### src/core/mbr_pkg.sv
// Shared constants and types for the memory bus reference port
package mbr_pkg;
    localparam int AXI_AW = 8;
    localparam logic [7:0] OFS_MODE = 8'h00;
    localparam logic [7:0] OFS_ADDR = 8'h04;
    localparam logic [7:0] OFS_WDATA = 8'h08;
    localparam logic [7:0] OFS_CMD = 8'h0C;
    localparam logic [7:0] OFS_STATUS = 8'h10;
    localparam logic [7:0] OFS_WREG5 = 8'h14;
    localparam logic [7:0] OFS_RD_WORK = 8'h18;
    localparam logic [7:0] OFS_RD_LOCAL = 8'h1C;
    localparam int MODE_LEGACY = 0;
    localparam int MODE_PRIV_LSB = 1;
    localparam int CMD_FUNC_LSB = 0;
    localparam int CMD_SIZE_LSB = 5;
    localparam int CMD_KIND_LSB = 7;
    localparam int CMD_XFER = 9;
    localparam int CMD_DSEL_LSB = 10;
    localparam int STB_IDLE = 0;
    localparam int STB_BEATS_LSB = 1;
    localparam int STB_FAULT = 4;
    localparam int STB_SIZE_LSB = 5;
    localparam int STB_REJECT = 7;
    localparam int STB_LOADIB = 8;
    localparam int STB_GRANT = 9;
    localparam int STB_BUSY = 10;
    localparam logic [31:0] REG_ZERO = 32'h0000_0000;
    localparam logic [31:0] CMD_RESET = 32'h0000_0008;
    localparam logic [4:0] FUNC_READ_VIRT = 5'h08;
    localparam logic [2:0] DSEL_READ_WORK = 3'h0;
    localparam logic [2:0] DSEL_WRITE = 3'h1;
    localparam logic [2:0] DSEL_READ_LOCAL = 3'h4;
    localparam logic [2:0] BEATS_NONE = 3'h0;
    localparam logic [2:0] BEATS_ONE = 3'h1;
    localparam logic [2:0] BEATS_QUAD = 3'h2;
    localparam logic [2:0] BEATS_OCTA = 3'h4;
    localparam logic [1:0] GAP_FIRST = 2'h1;
    localparam logic [1:0] GAP_LAST = 2'h3;
    localparam logic [2:0] LANES_ALL = 3'h7;
    localparam logic [2:0] LANES_WORD = 3'h3;
    localparam logic [2:0] LANES_BYTE = 3'h1;
    localparam logic [2:0] LANES_OFF = 3'h0;
    localparam logic [1:0] RESP_OKAY = 2'h0;
    localparam logic [1:0] RESP_SLVERR = 2'h2;
    typedef enum logic [1:0] {SIZE_BYTE = 2'h0, SIZE_WORD = 2'h1, SIZE_BAD = 2'h2, SIZE_LONG = 2'h3} mbr_size_type;
    typedef enum logic [1:0] {KIND_SINGLE = 2'h0, KIND_QUAD = 2'h1, KIND_OCTA = 2'h2,
                              KIND_PREFETCH = 2'h3} mbr_kind_type;
    typedef enum logic [2:0] {S_IDLE = 3'h0, S_REQ_WAIT = 3'h1, S_REQ_DONE = 3'h3, S_GAP = 3'h2,
                              S_XFER_WAIT = 3'h6, S_XFER_DONE = 3'h7} mbr_state_type;
endpackage : mbr_pkg

### src/core/mbr_port.sv
// Memory bus reference port: CPU end of the memory control bus with AXI4-Lite control
// Behaviour
// RULE1: One request then one transfer per longword; quadword two, octaword four.
// RULE2: Prefetch refill issues the request only; controller loads buffer itself.
// RULE3: Octaword reads and writes allowed; quadword only as read.
// RULE4: Request raises memory request, size lines, type bit one, five function bits.
// RULE5: Function code 01000 means read of a virtual address.
// RULE6: Size lines carry byte, word or longword from the request size field.
// RULE7: Each request drives legacy mode flag and two-bit privilege level.
// RULE8: Controller refuses unaligned words in legacy mode and applies protection.
// RULE9: Request drives the full 32-bit address from local store onto the bus.
// RULE10: Grant accepts the address; without grant phase two stalls.
// RULE11: On grant store address in working register 5 and latch size.
// RULE12: Controller holds busy while it processes the request.
// RULE13: One unrelated microinstruction separates request and first transfer.
// RULE14: Datapath select 1 writes, 0 reads to working register, 4 to local store.
// RULE15: Transfer raises data request; writes drive all 32 data bits.
// RULE16: Three lane enables; all on for address and write data.
// RULE17: Read lanes gated by latched size; disabled upper lanes get sign extension.
// RULE18: Controller sets bus direction toward memory, reverses it after read request.
// RULE19: Write completes when busy drops; CPU asserts transfer done.
// RULE20: Read data valid when busy drops; CPU captures it and asserts transfer done.
// RULE21: Busy during a transfer stalls phase two until busy falls.
// RULE22: Fault summary ends the stall and is offered as a skip condition; here only busy falling ends the stall, and the fault is sampled then.
// RULE23: Reset holds request, data request, transfer done low and size cleared.
//
// The placing of the registers and the AXI4-Lite register port were left to the implementer.
`timescale 1ns/1ps
`default_nettype none
module mbr_port (
    input wire logic clk, // 200 MHz
    input wire logic rst, // Async, active high
    input wire logic [7:0] awaddr, // AXI write address
    input wire logic awvalid, // AXI
    output logic awready, // AXI
    input wire logic [31:0] wdata, // AXI write data
    input wire logic [3:0] wstrb, // AXI byte strobes
    input wire logic wvalid, // AXI
    output logic wready, // AXI
    output logic [1:0] bresp, // AXI
    output logic bvalid, // AXI
    input wire logic bready, // AXI
    input wire logic [7:0] araddr, // AXI read address
    input wire logic arvalid, // AXI
    output logic arready, // AXI
    output logic [31:0] rdata, // AXI read data
    output logic [1:0] rresp, // AXI
    output logic rvalid, // AXI
    input wire logic rready, // AXI
    input wire logic grantIn, // Controller grant
    input wire logic busyIn, // Controller busy
    input wire logic faultSummaryIn, // Controller error summary
    input wire logic gateDirIn, // High: toward memory bus
    input wire logic loadInstrBufferIn, // Controller prefetch load strobe
    input wire logic [31:0] dataIn, // Bus data in
    output logic [31:0] dataOut, // Bus data out
    output logic dataOe_n, // Low while driving
    output logic memReq, // Memory cycle request
    output logic reqTypeBit, // Request-type bit
    output logic [1:0] sizeLines, // Transfer size
    output logic [4:0] funcCode, // Memory function
    output logic legacyModeFlag, // Legacy mode
    output logic [1:0] privilegeLevel, // Current privilege
    output logic dataReq, // Data request
    output logic transferDone, // Data received
    output logic upperHalfEnable, // Lanes 31:16
    output logic byte1LaneEnable, // Lanes 15:8
    output logic byte0LaneEnable, // Lanes 7:0
    output logic faultSkip // Sticky error skip condition
);
    function automatic logic [2:0] laneEnables(input logic drive, input logic rd, input logic [1:0] size);
        logic [2:0] l;
        l = mbr_pkg::LANES_OFF;
        if (drive) begin
            l = mbr_pkg::LANES_ALL;
        end else if (rd) begin
            case (size)
                mbr_pkg::SIZE_BYTE: l = mbr_pkg::LANES_BYTE;
                mbr_pkg::SIZE_WORD: l = mbr_pkg::LANES_WORD;
                default: l = mbr_pkg::LANES_ALL;
            endcase
        end
        return l;
    endfunction : laneEnables
    function automatic logic [31:0] signExtend(input logic [31:0] d, input logic [1:0] size);
        logic [31:0] v;
        v = d;
        if (size == mbr_pkg::SIZE_BYTE) begin
            v = {{24{d[7]}}, d[7:0]};
        end else if (size == mbr_pkg::SIZE_WORD) begin
            v = {{16{d[15]}}, d[15:0]};
        end
        return v;
    endfunction : signExtend
    function automatic logic [31:0] applyStrobe(input logic [31:0] old, input logic [31:0] nw, input logic [3:0] s);
        logic [31:0] v;
        v = old;
        for (int i = 0; i < 4; i++) begin
            if (s[i]) begin
                v[i*8 +: 8] = nw[i*8 +: 8];
            end
        end
        return v;
    endfunction : applyStrobe
    function automatic logic isMapped(input logic [7:0] a);
        return a == mbr_pkg::OFS_MODE || a == mbr_pkg::OFS_ADDR || a == mbr_pkg::OFS_WDATA
            || a == mbr_pkg::OFS_CMD || a == mbr_pkg::OFS_STATUS || a == mbr_pkg::OFS_WREG5
            || a == mbr_pkg::OFS_RD_WORK || a == mbr_pkg::OFS_RD_LOCAL;
    endfunction : isMapped
    // Bus pins are asynchronous to clk
    logic [4:0] pinMeta_r, pinSync_r;
    logic [31:0] dataMeta_r, dataSync_r;
    always_ff @(posedge clk or posedge rst) begin
        if (rst) begin
            pinMeta_r <= '0;
            pinSync_r <= '0;
            dataMeta_r <= mbr_pkg::REG_ZERO;
            dataSync_r <= mbr_pkg::REG_ZERO;
        end else begin
            pinMeta_r <= {loadInstrBufferIn, gateDirIn, faultSummaryIn, busyIn, grantIn};
            pinSync_r <= pinMeta_r;
            dataMeta_r <= dataIn;
            dataSync_r <= dataMeta_r;
        end
    end
    logic grantSync, busySync, faultSync, dirSync, loadIbSync;
    assign {loadIbSync, dirSync, faultSync, busySync, grantSync} = pinSync_r;
    // AXI4-Lite slave; address and data may arrive in either order
    logic [7:0] awaddr_r;
    logic [31:0] wdat_r;
    logic [3:0] wstrb_r;
    logic wrGo;
    assign wrGo = !awready && !wready && !bvalid;
    always_ff @(posedge clk or posedge rst) begin
        if (rst) begin
            awready <= 1'b1;
            wready <= 1'b1;
            bvalid <= 1'b0;
            bresp <= mbr_pkg::RESP_OKAY;
            awaddr_r <= '0;
            wdat_r <= mbr_pkg::REG_ZERO;
            wstrb_r <= '0;
        end else begin
            if (awvalid && awready) begin
                awaddr_r <= awaddr;
                awready <= 1'b0;
            end
            if (wvalid && wready) begin
                wdat_r <= wdata;
                wstrb_r <= wstrb;
                wready <= 1'b0;
            end
            if (wrGo) begin
                bvalid <= 1'b1;
                bresp <= isMapped(awaddr_r) ? mbr_pkg::RESP_OKAY : mbr_pkg::RESP_SLVERR;
                awready <= 1'b1;
                wready <= 1'b1;
            end else if (bvalid && bready) begin
                bvalid <= 1'b0;
            end
        end
    end
    mbr_pkg::mbr_state_type state_r, stateNxt;
    logic [31:0] mode_r, addrReg_r, wdataReg_r, cmd_r, workReg5_r, rdWork_r, rdLocal_r;
    logic cmdPulse_r, reject_r, quadRef_r;
    logic [2:0] beatsLeft_r;
    logic [1:0] gapCnt_r, latchedSize_r;
    logic wrCmd, wrStatus;
    assign wrCmd = wrGo && awaddr_r == mbr_pkg::OFS_CMD;
    assign wrStatus = wrGo && awaddr_r == mbr_pkg::OFS_STATUS && wstrb_r[0];
    // Command only stored while idle, so fields stay put for the whole request or transfer
    always_ff @(posedge clk or posedge rst) begin
        if (rst) begin
            mode_r <= mbr_pkg::REG_ZERO;
            addrReg_r <= mbr_pkg::REG_ZERO;
            wdataReg_r <= mbr_pkg::REG_ZERO;
            cmd_r <= mbr_pkg::CMD_RESET; // RULE5
            cmdPulse_r <= 1'b0;
        end else begin
            cmdPulse_r <= wrCmd && state_r == mbr_pkg::S_IDLE;
            if (wrGo && awaddr_r == mbr_pkg::OFS_MODE) begin
                mode_r <= applyStrobe(mode_r, wdat_r, wstrb_r);
            end
            if (wrGo && awaddr_r == mbr_pkg::OFS_ADDR) begin
                addrReg_r <= applyStrobe(addrReg_r, wdat_r, wstrb_r);
            end
            if (wrGo && awaddr_r == mbr_pkg::OFS_WDATA) begin
                wdataReg_r <= applyStrobe(wdataReg_r, wdat_r, wstrb_r);
            end
            if (wrCmd && state_r == mbr_pkg::S_IDLE) begin
                cmd_r <= applyStrobe(cmd_r, wdat_r, wstrb_r);
            end
        end
    end
    assign legacyModeFlag = mode_r[mbr_pkg::MODE_LEGACY]; // RULE7
    assign privilegeLevel = mode_r[mbr_pkg::MODE_PRIV_LSB +: 2]; // RULE7
    logic [4:0] cmdFunc;
    logic [1:0] cmdSize, cmdKind;
    logic [2:0] cmdDsel;
    logic cmdIsXfer, cmdRead, cmdOk;
    assign cmdFunc = cmd_r[mbr_pkg::CMD_FUNC_LSB +: 5];
    assign cmdSize = cmd_r[mbr_pkg::CMD_SIZE_LSB +: 2];
    assign cmdKind = cmd_r[mbr_pkg::CMD_KIND_LSB +: 2];
    assign cmdIsXfer = cmd_r[mbr_pkg::CMD_XFER];
    assign cmdDsel = cmd_r[mbr_pkg::CMD_DSEL_LSB +: 3];
    assign cmdRead = cmdDsel == mbr_pkg::DSEL_READ_WORK || cmdDsel == mbr_pkg::DSEL_READ_LOCAL; // RULE14
    // Transfers need an open reference; a new request needs the last one finished
    assign cmdOk = cmdIsXfer
        ? (beatsLeft_r != mbr_pkg::BEATS_NONE
           && (cmdRead || (cmdDsel == mbr_pkg::DSEL_WRITE && !quadRef_r))) // RULE1 RULE3 RULE14
        : (beatsLeft_r == mbr_pkg::BEATS_NONE && cmdSize != mbr_pkg::SIZE_BAD); // RULE1
    always_comb begin
        stateNxt = state_r;
        case (state_r)
            mbr_pkg::S_IDLE: begin
                if (cmdPulse_r && cmdOk) begin
                    stateNxt = cmdIsXfer ? mbr_pkg::S_XFER_WAIT : mbr_pkg::S_REQ_WAIT;
                end
            end
            mbr_pkg::S_REQ_WAIT: if (grantSync) stateNxt = mbr_pkg::S_REQ_DONE; // RULE10
            mbr_pkg::S_REQ_DONE: stateNxt = mbr_pkg::S_GAP;
            mbr_pkg::S_GAP: if (gapCnt_r == mbr_pkg::GAP_LAST) stateNxt = mbr_pkg::S_IDLE; // RULE13
            mbr_pkg::S_XFER_WAIT: if (!busySync) stateNxt = mbr_pkg::S_XFER_DONE; // RULE21 RULE12
            mbr_pkg::S_XFER_DONE: stateNxt = mbr_pkg::S_IDLE;
            default: stateNxt = mbr_pkg::S_IDLE;
        endcase
    end
    logic xferEnd;
    assign xferEnd = state_r == mbr_pkg::S_XFER_WAIT && !busySync;
    always_ff @(posedge clk or posedge rst) begin
        if (rst) begin
            state_r <= mbr_pkg::S_IDLE;
            gapCnt_r <= mbr_pkg::GAP_FIRST;
            beatsLeft_r <= mbr_pkg::BEATS_NONE;
            quadRef_r <= 1'b0;
            latchedSize_r <= mbr_pkg::SIZE_BYTE; // RULE23
            workReg5_r <= mbr_pkg::REG_ZERO;
        end else begin
            state_r <= stateNxt;
            gapCnt_r <= (state_r == mbr_pkg::S_GAP) ? gapCnt_r + 2'h1 : mbr_pkg::GAP_FIRST;
            if (state_r == mbr_pkg::S_REQ_DONE) begin
                workReg5_r <= addrReg_r; // RULE11
                latchedSize_r <= sizeLines; // RULE11
                quadRef_r <= cmdKind == mbr_pkg::KIND_QUAD;
                case (cmdKind)
                    mbr_pkg::KIND_QUAD: beatsLeft_r <= mbr_pkg::BEATS_QUAD; // RULE1
                    mbr_pkg::KIND_OCTA: beatsLeft_r <= mbr_pkg::BEATS_OCTA; // RULE1
                    mbr_pkg::KIND_PREFETCH: beatsLeft_r <= mbr_pkg::BEATS_NONE; // RULE2
                    default: beatsLeft_r <= mbr_pkg::BEATS_ONE;
                endcase
            end else if (state_r == mbr_pkg::S_XFER_DONE) begin
                // A fault abandons the rest of the reference
                beatsLeft_r <= faultSkip ? mbr_pkg::BEATS_NONE : beatsLeft_r - 3'h1; // RULE22
            end
        end
    end
    // Read capture with sign extension into the chosen destination
    always_ff @(posedge clk or posedge rst) begin
        if (rst) begin
            rdWork_r <= mbr_pkg::REG_ZERO;
            rdLocal_r <= mbr_pkg::REG_ZERO;
        end else if (xferEnd && cmdRead) begin
            if (cmdDsel == mbr_pkg::DSEL_READ_WORK) begin
                rdWork_r <= signExtend(dataSync_r, latchedSize_r); // RULE20 RULE14 RULE17
            end else begin
                rdLocal_r <= signExtend(dataSync_r, latchedSize_r); // RULE20 RULE14 RULE17
            end
        end
    end
    // Sticky flags: a hardware set wins over a software clear in the same cycle
    always_ff @(posedge clk or posedge rst) begin
        if (rst) begin
            faultSkip <= 1'b0;
            reject_r <= 1'b0;
        end else begin
            if (xferEnd && faultSync) begin
                faultSkip <= 1'b1; // RULE22
            end else if (wrStatus && wdat_r[mbr_pkg::STB_FAULT]) begin
                faultSkip <= 1'b0;
            end
            if ((cmdPulse_r && !cmdOk) || (wrCmd && state_r != mbr_pkg::S_IDLE)) begin
                reject_r <= 1'b1;
            end else if (wrStatus && wdat_r[mbr_pkg::STB_REJECT]) begin
                reject_r <= 1'b0;
            end
        end
    end
    // Bus outputs registered from next state, so they change with the phase
    logic reqPhase, writePhase, readPhase;
    assign reqPhase = stateNxt == mbr_pkg::S_REQ_WAIT || stateNxt == mbr_pkg::S_REQ_DONE;
    assign writePhase = (stateNxt == mbr_pkg::S_XFER_WAIT || stateNxt == mbr_pkg::S_XFER_DONE) && !cmdRead;
    assign readPhase = (stateNxt == mbr_pkg::S_XFER_WAIT || stateNxt == mbr_pkg::S_XFER_DONE) && cmdRead;
    always_ff @(posedge clk or posedge rst) begin
        if (rst) begin
            memReq <= 1'b0; // RULE23
            reqTypeBit <= 1'b0;
            dataReq <= 1'b0; // RULE23
            transferDone <= 1'b0; // RULE23
            sizeLines <= mbr_pkg::SIZE_BYTE;
            funcCode <= '0;
            dataOut <= mbr_pkg::REG_ZERO;
            dataOe_n <= 1'b1;
            {upperHalfEnable, byte1LaneEnable, byte0LaneEnable} <= mbr_pkg::LANES_OFF;
        end else begin
            memReq <= stateNxt == mbr_pkg::S_REQ_WAIT; // RULE4
            reqTypeBit <= stateNxt == mbr_pkg::S_REQ_WAIT; // RULE4
            if (state_r == mbr_pkg::S_IDLE && stateNxt == mbr_pkg::S_REQ_WAIT) begin
                funcCode <= cmdFunc; // RULE4
                // Multi-longword references always move full longwords
                sizeLines <= (cmdKind == mbr_pkg::KIND_QUAD || cmdKind == mbr_pkg::KIND_OCTA)
                    ? mbr_pkg::SIZE_LONG : cmdSize; // RULE6
            end
            dataReq <= stateNxt == mbr_pkg::S_XFER_WAIT; // RULE15
            transferDone <= stateNxt == mbr_pkg::S_XFER_DONE; // RULE19 RULE20
            dataOut <= reqPhase ? addrReg_r : wdataReg_r; // RULE9 RULE15
            // Never fight the controller once it turns the bus round
            dataOe_n <= !((reqPhase || writePhase) && dirSync); // RULE18
            {upperHalfEnable, byte1LaneEnable, byte0LaneEnable} <=
                laneEnables(reqPhase || writePhase, readPhase, latchedSize_r); // RULE16 RULE17
        end
    end
    logic [31:0] statusWord, rdMux;
    always_comb begin
        statusWord = mbr_pkg::REG_ZERO;
        statusWord[mbr_pkg::STB_IDLE] = state_r == mbr_pkg::S_IDLE;
        statusWord[mbr_pkg::STB_BEATS_LSB +: 3] = beatsLeft_r;
        statusWord[mbr_pkg::STB_FAULT] = faultSkip;
        statusWord[mbr_pkg::STB_SIZE_LSB +: 2] = latchedSize_r;
        statusWord[mbr_pkg::STB_REJECT] = reject_r;
        statusWord[mbr_pkg::STB_LOADIB] = loadIbSync;
        statusWord[mbr_pkg::STB_GRANT] = grantSync;
        statusWord[mbr_pkg::STB_BUSY] = busySync;
        case (araddr)
            mbr_pkg::OFS_MODE: rdMux = mode_r;
            mbr_pkg::OFS_ADDR: rdMux = addrReg_r;
            mbr_pkg::OFS_WDATA: rdMux = wdataReg_r;
            mbr_pkg::OFS_CMD: rdMux = cmd_r;
            mbr_pkg::OFS_STATUS: rdMux = statusWord;
            mbr_pkg::OFS_WREG5: rdMux = workReg5_r;
            mbr_pkg::OFS_RD_WORK: rdMux = rdWork_r;
            mbr_pkg::OFS_RD_LOCAL: rdMux = rdLocal_r;
            default: rdMux = mbr_pkg::REG_ZERO;
        endcase
    end
    always_ff @(posedge clk or posedge rst) begin
        if (rst) begin
            arready <= 1'b1;
            rvalid <= 1'b0;
            rdata <= mbr_pkg::REG_ZERO;
            rresp <= mbr_pkg::RESP_OKAY;
        end else if (arvalid && arready) begin
            arready <= 1'b0;
            rvalid <= 1'b1;
            rdata <= rdMux;
            rresp <= isMapped(araddr) ? mbr_pkg::RESP_OKAY : mbr_pkg::RESP_SLVERR;
        end else if (rvalid && rready) begin
            rvalid <= 1'b0;
            arready <= 1'b1;
        end
    end
endmodule : mbr_port
`default_nettype wire

### config.mk
export PLATFORM = sky130hd
export DESIGN_NAME = mbr_port
export DESIGN_NICKNAME = d
export VERILOG_FILES = /design/src/core/mbr_pkg.sv /design/src/core/mbr_port.sv
export SDC_FILE = /design/constraint.sdc
export NUM_CORES = 1
export LEC_CHECK = 0
export BUFFER_PORTS_ARGS = -buffer_cell sky130_fd_sc_hd__buf_4
export CAP_MARGIN = 40
export CORE_MARGIN = 3
export CORE_UTILIZATION = 50
export CTS_CLUSTER_SIZE = 28
export DETAILED_ROUTE_END_ITERATION = 8
export PLACE_DENSITY = 0.72
export SYNTH_ARGS = -nofsm -noshare
export SYNTH_HDL_FRONTEND = slang
export SYNTH_SLANG_ARGS = --single-unit
### constraint.sdc
create_clock -name clk -period 23.2 [get_ports clk]
set_clock_uncertainty 0.1 [all_clocks]
set_input_delay 2.32 -clock clk [delete_from_list [all_inputs] [get_ports clk]]
set_output_delay 2.32 -clock clk [all_outputs]
set_load 0.01 [all_outputs]
==> results of run 1 <==
through the flow:
| stage | total power, uW | cell area [um2] | setup WS, ns | hold WS [ns] | utilization (%) |
|---|---|---|---|---|---|
| global placement | 1220 | 19500 | 18.55 | 0.234 | 56.2 |
| CTS | 1980 | 21300 | 19.14 | 0.241 | 61.2 |
| finish | 1970 | 21300 | 19.03 | 0.242 | 61.2 |
| detailed placement | 1230 | 19700 | 18.54 | 0.235 | 56.8 |
| global route | 2050 | 21300 | 18.93 | 0.251 | 61.2 |
| floorplan | 1110 | 17700 | 8.50 | 0.231 | - |
kinds of logic after synthesis:
kind of cell             after synthesis  synth area share [%]
other                                  1                0.0212
adder cells (fa/ha/maj)                6                 0.424
multiplexers                         316                  21.0
flip-flops                           441                  62.4
buffers and inverters                 80                  1.93
AND/OR/NAND/NOR                      220                  6.30
AO/OA/AOI/OAI                        229                  7.94
cell usage after synthesis (all sizes together), types with 4 or more instances:
cell    number
a21oi       85
a221oi      12
a22o        11
a22oi       29
a31oi        7
and2         5
buf         23
clkbuf      42
dfrtp      435
dfstp        6
ha           6
inv         15
mux2       278
mux2i       21
mux4        17
nand2       88
nand3        6
nand4        4
nor2        69
nor2b        8
nor3        12
nor3b        6
nor4b        4
o21ai       58
or2          4
or3          4
metal layers:
layer  wire length (um)  vias to the layer above  share of wire (%)
met5                  7                        -              0.015
met4               1420                        2                3.1
met3               4230                       79                9.2
met2              20600                      509                 45
met1              19800                     5948                 43
li1                   -                     5032                  -
worst max-delay path: stages:
cell and delay (ns):
buf_4 0.59, nor2b_1 0.89, nand2_1 0.11, a311oi_1 0.29, a221oi_1 0.08, o31ai_1 0.21
worst max-delay path by stage:
stage                         start            to  depth (start not counted)
after global routing      araddr[3]     rdata[11]                          7
after CTS                 araddr[3]     rdata[28]                          6
after floorplan                 rst  addrReg_r[0]                          1
final                     araddr[3]     rdata[28]                          6
after global placement    araddr[3]     rdata[28]                          5
after detailed placement  araddr[3]     rdata[28]                          6
report_power, final:
part	internal (uW)	switching (uW)
logic	134	113
clock network	453	295
registers	868	107
total	1460	515
state kept, by name (all words and copies together), names as in the netlist, 2 cells and up:
signal,count
addrReg_r,32
cmd_r,32
dataMeta_r,32
dataOut,32
dataSync_r,32
mode_r,32
rdLocal_r,32
rdWork_r,32
rdata,32
wdat_r,32
wdataReg_r,32
workReg5_r,32
awaddr_r,8
funcCode,5
pinMeta_r,5
pinSync_r,5
wstrb_r,4
beatsLeft_r,3
state_r,3
gapCnt_r,2
latchedSize_r,2
sizeLines,2
area by class of cell:
type                            count  area [um2]  area share (%)
Clock buffer                       63        1320            6.19
Multi-Input combinational cell    773        6340            29.9
Timing Repair Buffer              207        1680            7.90
Clock inverter                     19         235            1.11
Sequential cell                   441       11000            52.0
Tap cell                          455         569            2.68
Inverter                           15        63.8           0.300
==> impl_metrics.toml, run 1 <==
[global_routing]
overflow = 0
grtUsageMet1_pct = 35.3
top_usage_layer = "met2"
grt_pass1_vias = 11800
grtUsageTotal_pct = 24.4
grt_pass1_wl_um = 71500
grt_max_degree = 114
grt_util_met3_pct = 6.62
antenna_found_initial = 1
use_met2_pct = 36.4

[synthesis]
yosys.area.top_type = "dfrtp_1"
yosysSeqAreaShare_pct = 62.4
avgSynthCellArea_um2 = 13.7
ys_seq_elements = 441
synth_top_area_share_pct = 61.5
ys_warn_count = 0
ys.flop_type = "dfrtp_1"
syn_inst = 1293
ys_async_sr_fraction_pct = 100
synth_edf_count = 0
synth_area_um2 = 17700
synth_cell_types = 58
synthTopCellsByArea = "dfrtp_1 61%, mux2_2 17%, a21oi_1 2.4%, mux4_2 2.2%, o21ai_0 1.6%"

[final_layout]
diodes = 0
drive_above_1_share_pct = 40.1
layout_commonest_cell = "dfrtp_1"
finalNonFillerCells = 1973
nets = 1586
layout_common_cells = "435 x dfrtp_1, 271 x mux2_2, 200 x buf_4, 85 x a21oi_1, 70 x nand2_1"
area_delta_synth_final_pct = 20.0
fill_cells = 2705

[floorplan]
die_w_um = 194
start_util_pct = 51.0
die_y_um = 194
rows = 68
dieArea_um2 = 37700
coreArea_um2 = 34700
boundaryPins = 188

[worst_setup_path]
worstPathArrival_ns = 4.52
reg2reg_from = "beatsLeft_r[0]"
worstRegToRegCells = 8
crit_path_start_kind = "input port"
cp_max_fo = 55
worstSetupEndpointType = "flop"
r2r-end = "dataOut[28]"
worstPathRequired_ns = 23.55
ff2ff_setup_slack_ns = 19.78
critPathKind = "input port to flop"

[sta]
setup_violations = 0
period_needed_ns = 4.17
tns_ns = 0
rsz0062_at_grt = "false"
drv_slew = 0
finalHoldViolations = 0
max_slew_margin_pct = 31.4
finalCritPeriodShare_pct = 18.0
worstMarginPinSlew_ns = 1.03
max_freq_mhz = 240

[routing]
ant_nets = 0
drc = 0
vias = 11600
drtIter0Drc = 1136
drt_pass1_iterations = 6
wirelength_um = 46100
viasPerCell = 5.86
routedWlPerCell_um = 23.3

[job]
max_cap_violations = 0

[placed_design]
dp_cells = 1891
dp_hpwl_um = 31400
io_buffers = 185
gp_congestion = 0.884

[clocking]
cts_tree = "done"
clk_path_buf_depth = 3
cts_buffers = 46
cts_root_buffer = "clkbuf_16"
insertion_delay_ns = 0.55
holdBufCountCts = 0
cts.repair.resized = 0
cts_setup_buffers = 0
cts_max_level = 2
clk_pin_slew_ns = 0.06
clkSinkCount = 441

[status]
status = "complete, no violations"

[power]
p_leak_uw = 0.0103
powerDensity_nw_per_um2 = 92.7
irDropWorstVdd_mv = 0.0644

[hold_path]
min_from = "dataMeta_r[2]"
hold_path_class = "flop to flop"
whs_path_depth = 0
holdPathEnd = "dataSync_r[2]"
(Power assumes the default switching activity.)
==> run 2: changes to the inputs <==
Settings changed: ABC_AREA set to 1, PLACE_DENSITY 0.72 to 0.71.
Clock period 23.2 ns to 4.17 ns, I/O delays scaled along.
==> run 2 against run 1 <==
  * First-iteration DRC count grew 19%
  * Core utilization grew 0.80 points
  * Final cell count grew 40%
  * Global-route usage grew 1.4 points
  * Total power grew to 5.5 times the previous value
  * Setup slack lost 18 ns
  * Sequential share of layout area shrank 2.4 points
  * Critical endpoint is now dataOut[5]
  * Largest power group unchanged
==> impl_metrics.toml, run 2 <==
[routing]
drt_pass1_iterations = 5
ant_nets = 0
wirelength_um = 49700
viasPerCell = 5.42
drtIter0Drc = 1350
routedWlPerCell_um = 18.0
vias = 15000
drc = 0

[worst_setup_path]
reg2reg_from = "beatsLeft_r[0]"
slowest_delay_ns = 0.55
ff2ff_setup_slack_ns = 1.32
crit_path_start_kind = "flop"
cp_max_fo = 36
critPathTopFamily = "simple AND/OR/NAND/NOR gates"
cp_slowest_cell = "nand3_4"
worstPathArrival_ns = 3.19
worstRegToRegCells = 10
worstSetupEndpointType = "flop"
cp_num_buf_inv = 2
worstPathRequired_ns = 4.51
startpoint = "beatsLeft_r[0]"
r2r-end = "dataOut[5]"
worstPathCellList = "inv_1 > ha_1 > ha_1 > inv_1 > a21oi_1 > nand4_4 > nand2_4 > nand3_4 > nand2_1 > nand2_1"
critPathKind = "flop to flop"

[floorplan]
die_w_um = 198
boundaryPins = 188
coreArea_um2 = 35900
dieArea_um2 = 39100
start_util_pct = 51.2
rows = 69
die_y_um = 198

[synthesis]
synth_edf_count = 0
yosys.area.top_type = "dfrtp_1"
avgSynthCellArea_um2 = 8.91
synthTopCellsByArea = "dfrtp_1 59%, nand2_1 14%, nand3_1 5.5%, o21ai_0 5.1%, nor2_1 3.1%"
syn_inst = 2062
yosysSeqAreaShare_pct = 60.1
ys.flop_type = "dfrtp_1"
synth_cell_types = 38
ys_seq_elements = 441
ys_warn_count = 0
synth_top_area_share_pct = 59.2
synth_area_um2 = 18400
ys_top_cells_by_count = "680 x nand2_1, 435 x dfrtp_1, 201 x nand3_1"
yosysMostFrequentCell = "nand2_1"
ys_async_sr_fraction_pct = 100

[clocking]
insertion_delay_ns = 0.56
cts_setup_buffers = 0
clkSinkCount = 441
clk_pin_slew_ns = 0.06
cts_root_buffer = "clkbuf_16"
cts_tree = "done"
cts_buffers = 45
clk_path_buf_depth = 3
cts_max_level = 2

[global_routing]
top_usage_layer = "met2"
grt_pass1_wl_um = 79800
use_met2_pct = 39.3
grtUsageMet1_pct = 37.8
grt_max_degree = 90
grtUsageTotal_pct = 25.8
antenna_found_initial = 0
overflow = 0
grt_util_met3_pct = 5.19
grt_pass1_vias = 14500

[power]
p_leak_uw = 0.0116
powerDensity_nw_per_um2 = 489
irDropWorstVdd_mv = 0.312
p_total_uw = 10900

[placed_design]
dp_hpwl_um = 33100
dp_cells = 2627
gp_congestion = 0.878
io_buffers = 185
place_area_um2 = 20200

[hold_path]
holdPathEnd = "wstrb_r[0]"
hold_path_class = "input port to flop"
whs_path_depth = 3
min_from = "wstrb[0]"

[final_layout]
final_util_pct = 62.0
diodes = 0
final_area_um2 = 22300
area_delta_synth_final_pct = 21.2
finalNonFillerCells = 2762
drive_above_1_share_pct = 15.6
layout_common_cells = "679 x nand2_1, 435 x dfrtp_1, 203 x buf_4, 201 x nand3_1, 187 x o21ai_0"
final-seq-area_um2 = 11000
fill_cells = 3051
nets = 2367
multi_input_area_um2 = 6430
layout_commonest_cell = "nand2_1"

[sta]
tns_ns = 0
setup_violations = 0
finalHoldViolations = 0
drv_slew = 0
max_freq_mhz = 351
rsz0062_at_grt = "false"
period_needed_ns = 2.85
worstMarginPinSlew_ns = 0.874
max_slew_margin_pct = 41.6
finalCritPeriodShare_pct = 68.4

[job]
max_cap_violations = 0

[status]
status = "complete, no violations"
run 2: cells by family (layout without fill, tap and decap cells):
logic type	Yosys count	in the layout	share of synthesized area [%]
compound gates	297	297	8.85
fa+ha+maj	6	6	0.409
buf+inv	222	460	5.16
flops	441	441	60.1
mux	4	4	0.245
other cells	1	2	0.0204
simple gates	1091	1091	25.2
run 2: area by class of cell:
type	instances	area share, %
multi-input cells	1400	28.9
clock inverters	10	0.579
repair buffers	264	10.1
inverters	113	1.92
flip-flops and latches	441	49.6
well taps	461	2.59
clock buffers	73	6.39
run 2: tightest hold or removal path, delay by kind of cell:
kind                   cells  cell delay (ns)
AO/OA/AOI/OAI              1             0.10
AND/OR/NAND/NOR            1             0.03
buffers and inverters      1             0.08
run 2: timing repair:
item / CTS / global route
hold buffers: 52 / 0
resized for setup: 0 / 0
endpoints found under the hold margin: 56 / 0
run 2: worst max-delay path by stage:
stage,end,slack (ns),cells past startpoint
floorplan,addrReg_r[0],-2.30,1
global placement,dataOut[0],1.43,10
detailed placement,dataOut[8],1.37,10
CTS,dataOe_n,1.33,10
global route,dataOe_n,1.10,10
finish,dataOut[5],1.32,10
run 2: power by group:
| group | switching [uW] | internal, uW |
|---|---|---|
| clock | 1640 | 2520 |
| combinational | 1060 | 521 |
| sequential | 358 | 4790 |
| total | 3060 | 7820 |
run 2: through the flow:
stage	setup slack (ns)	hold slack (ns)
CTS	1.33	0.00318
global route	1.10	0.0208
finish	1.32	0.00975
detailed placement	1.37	0.235
floorplan	-2.30	0.231
global placement	1.43	0.234
run 2: per-layer routing:
layer  vias up  routed length (um)
met5         -                   0
met4         0                1250
met3        81                4260
met2       633               22400
met1      7199               21800
li1       7064                   -
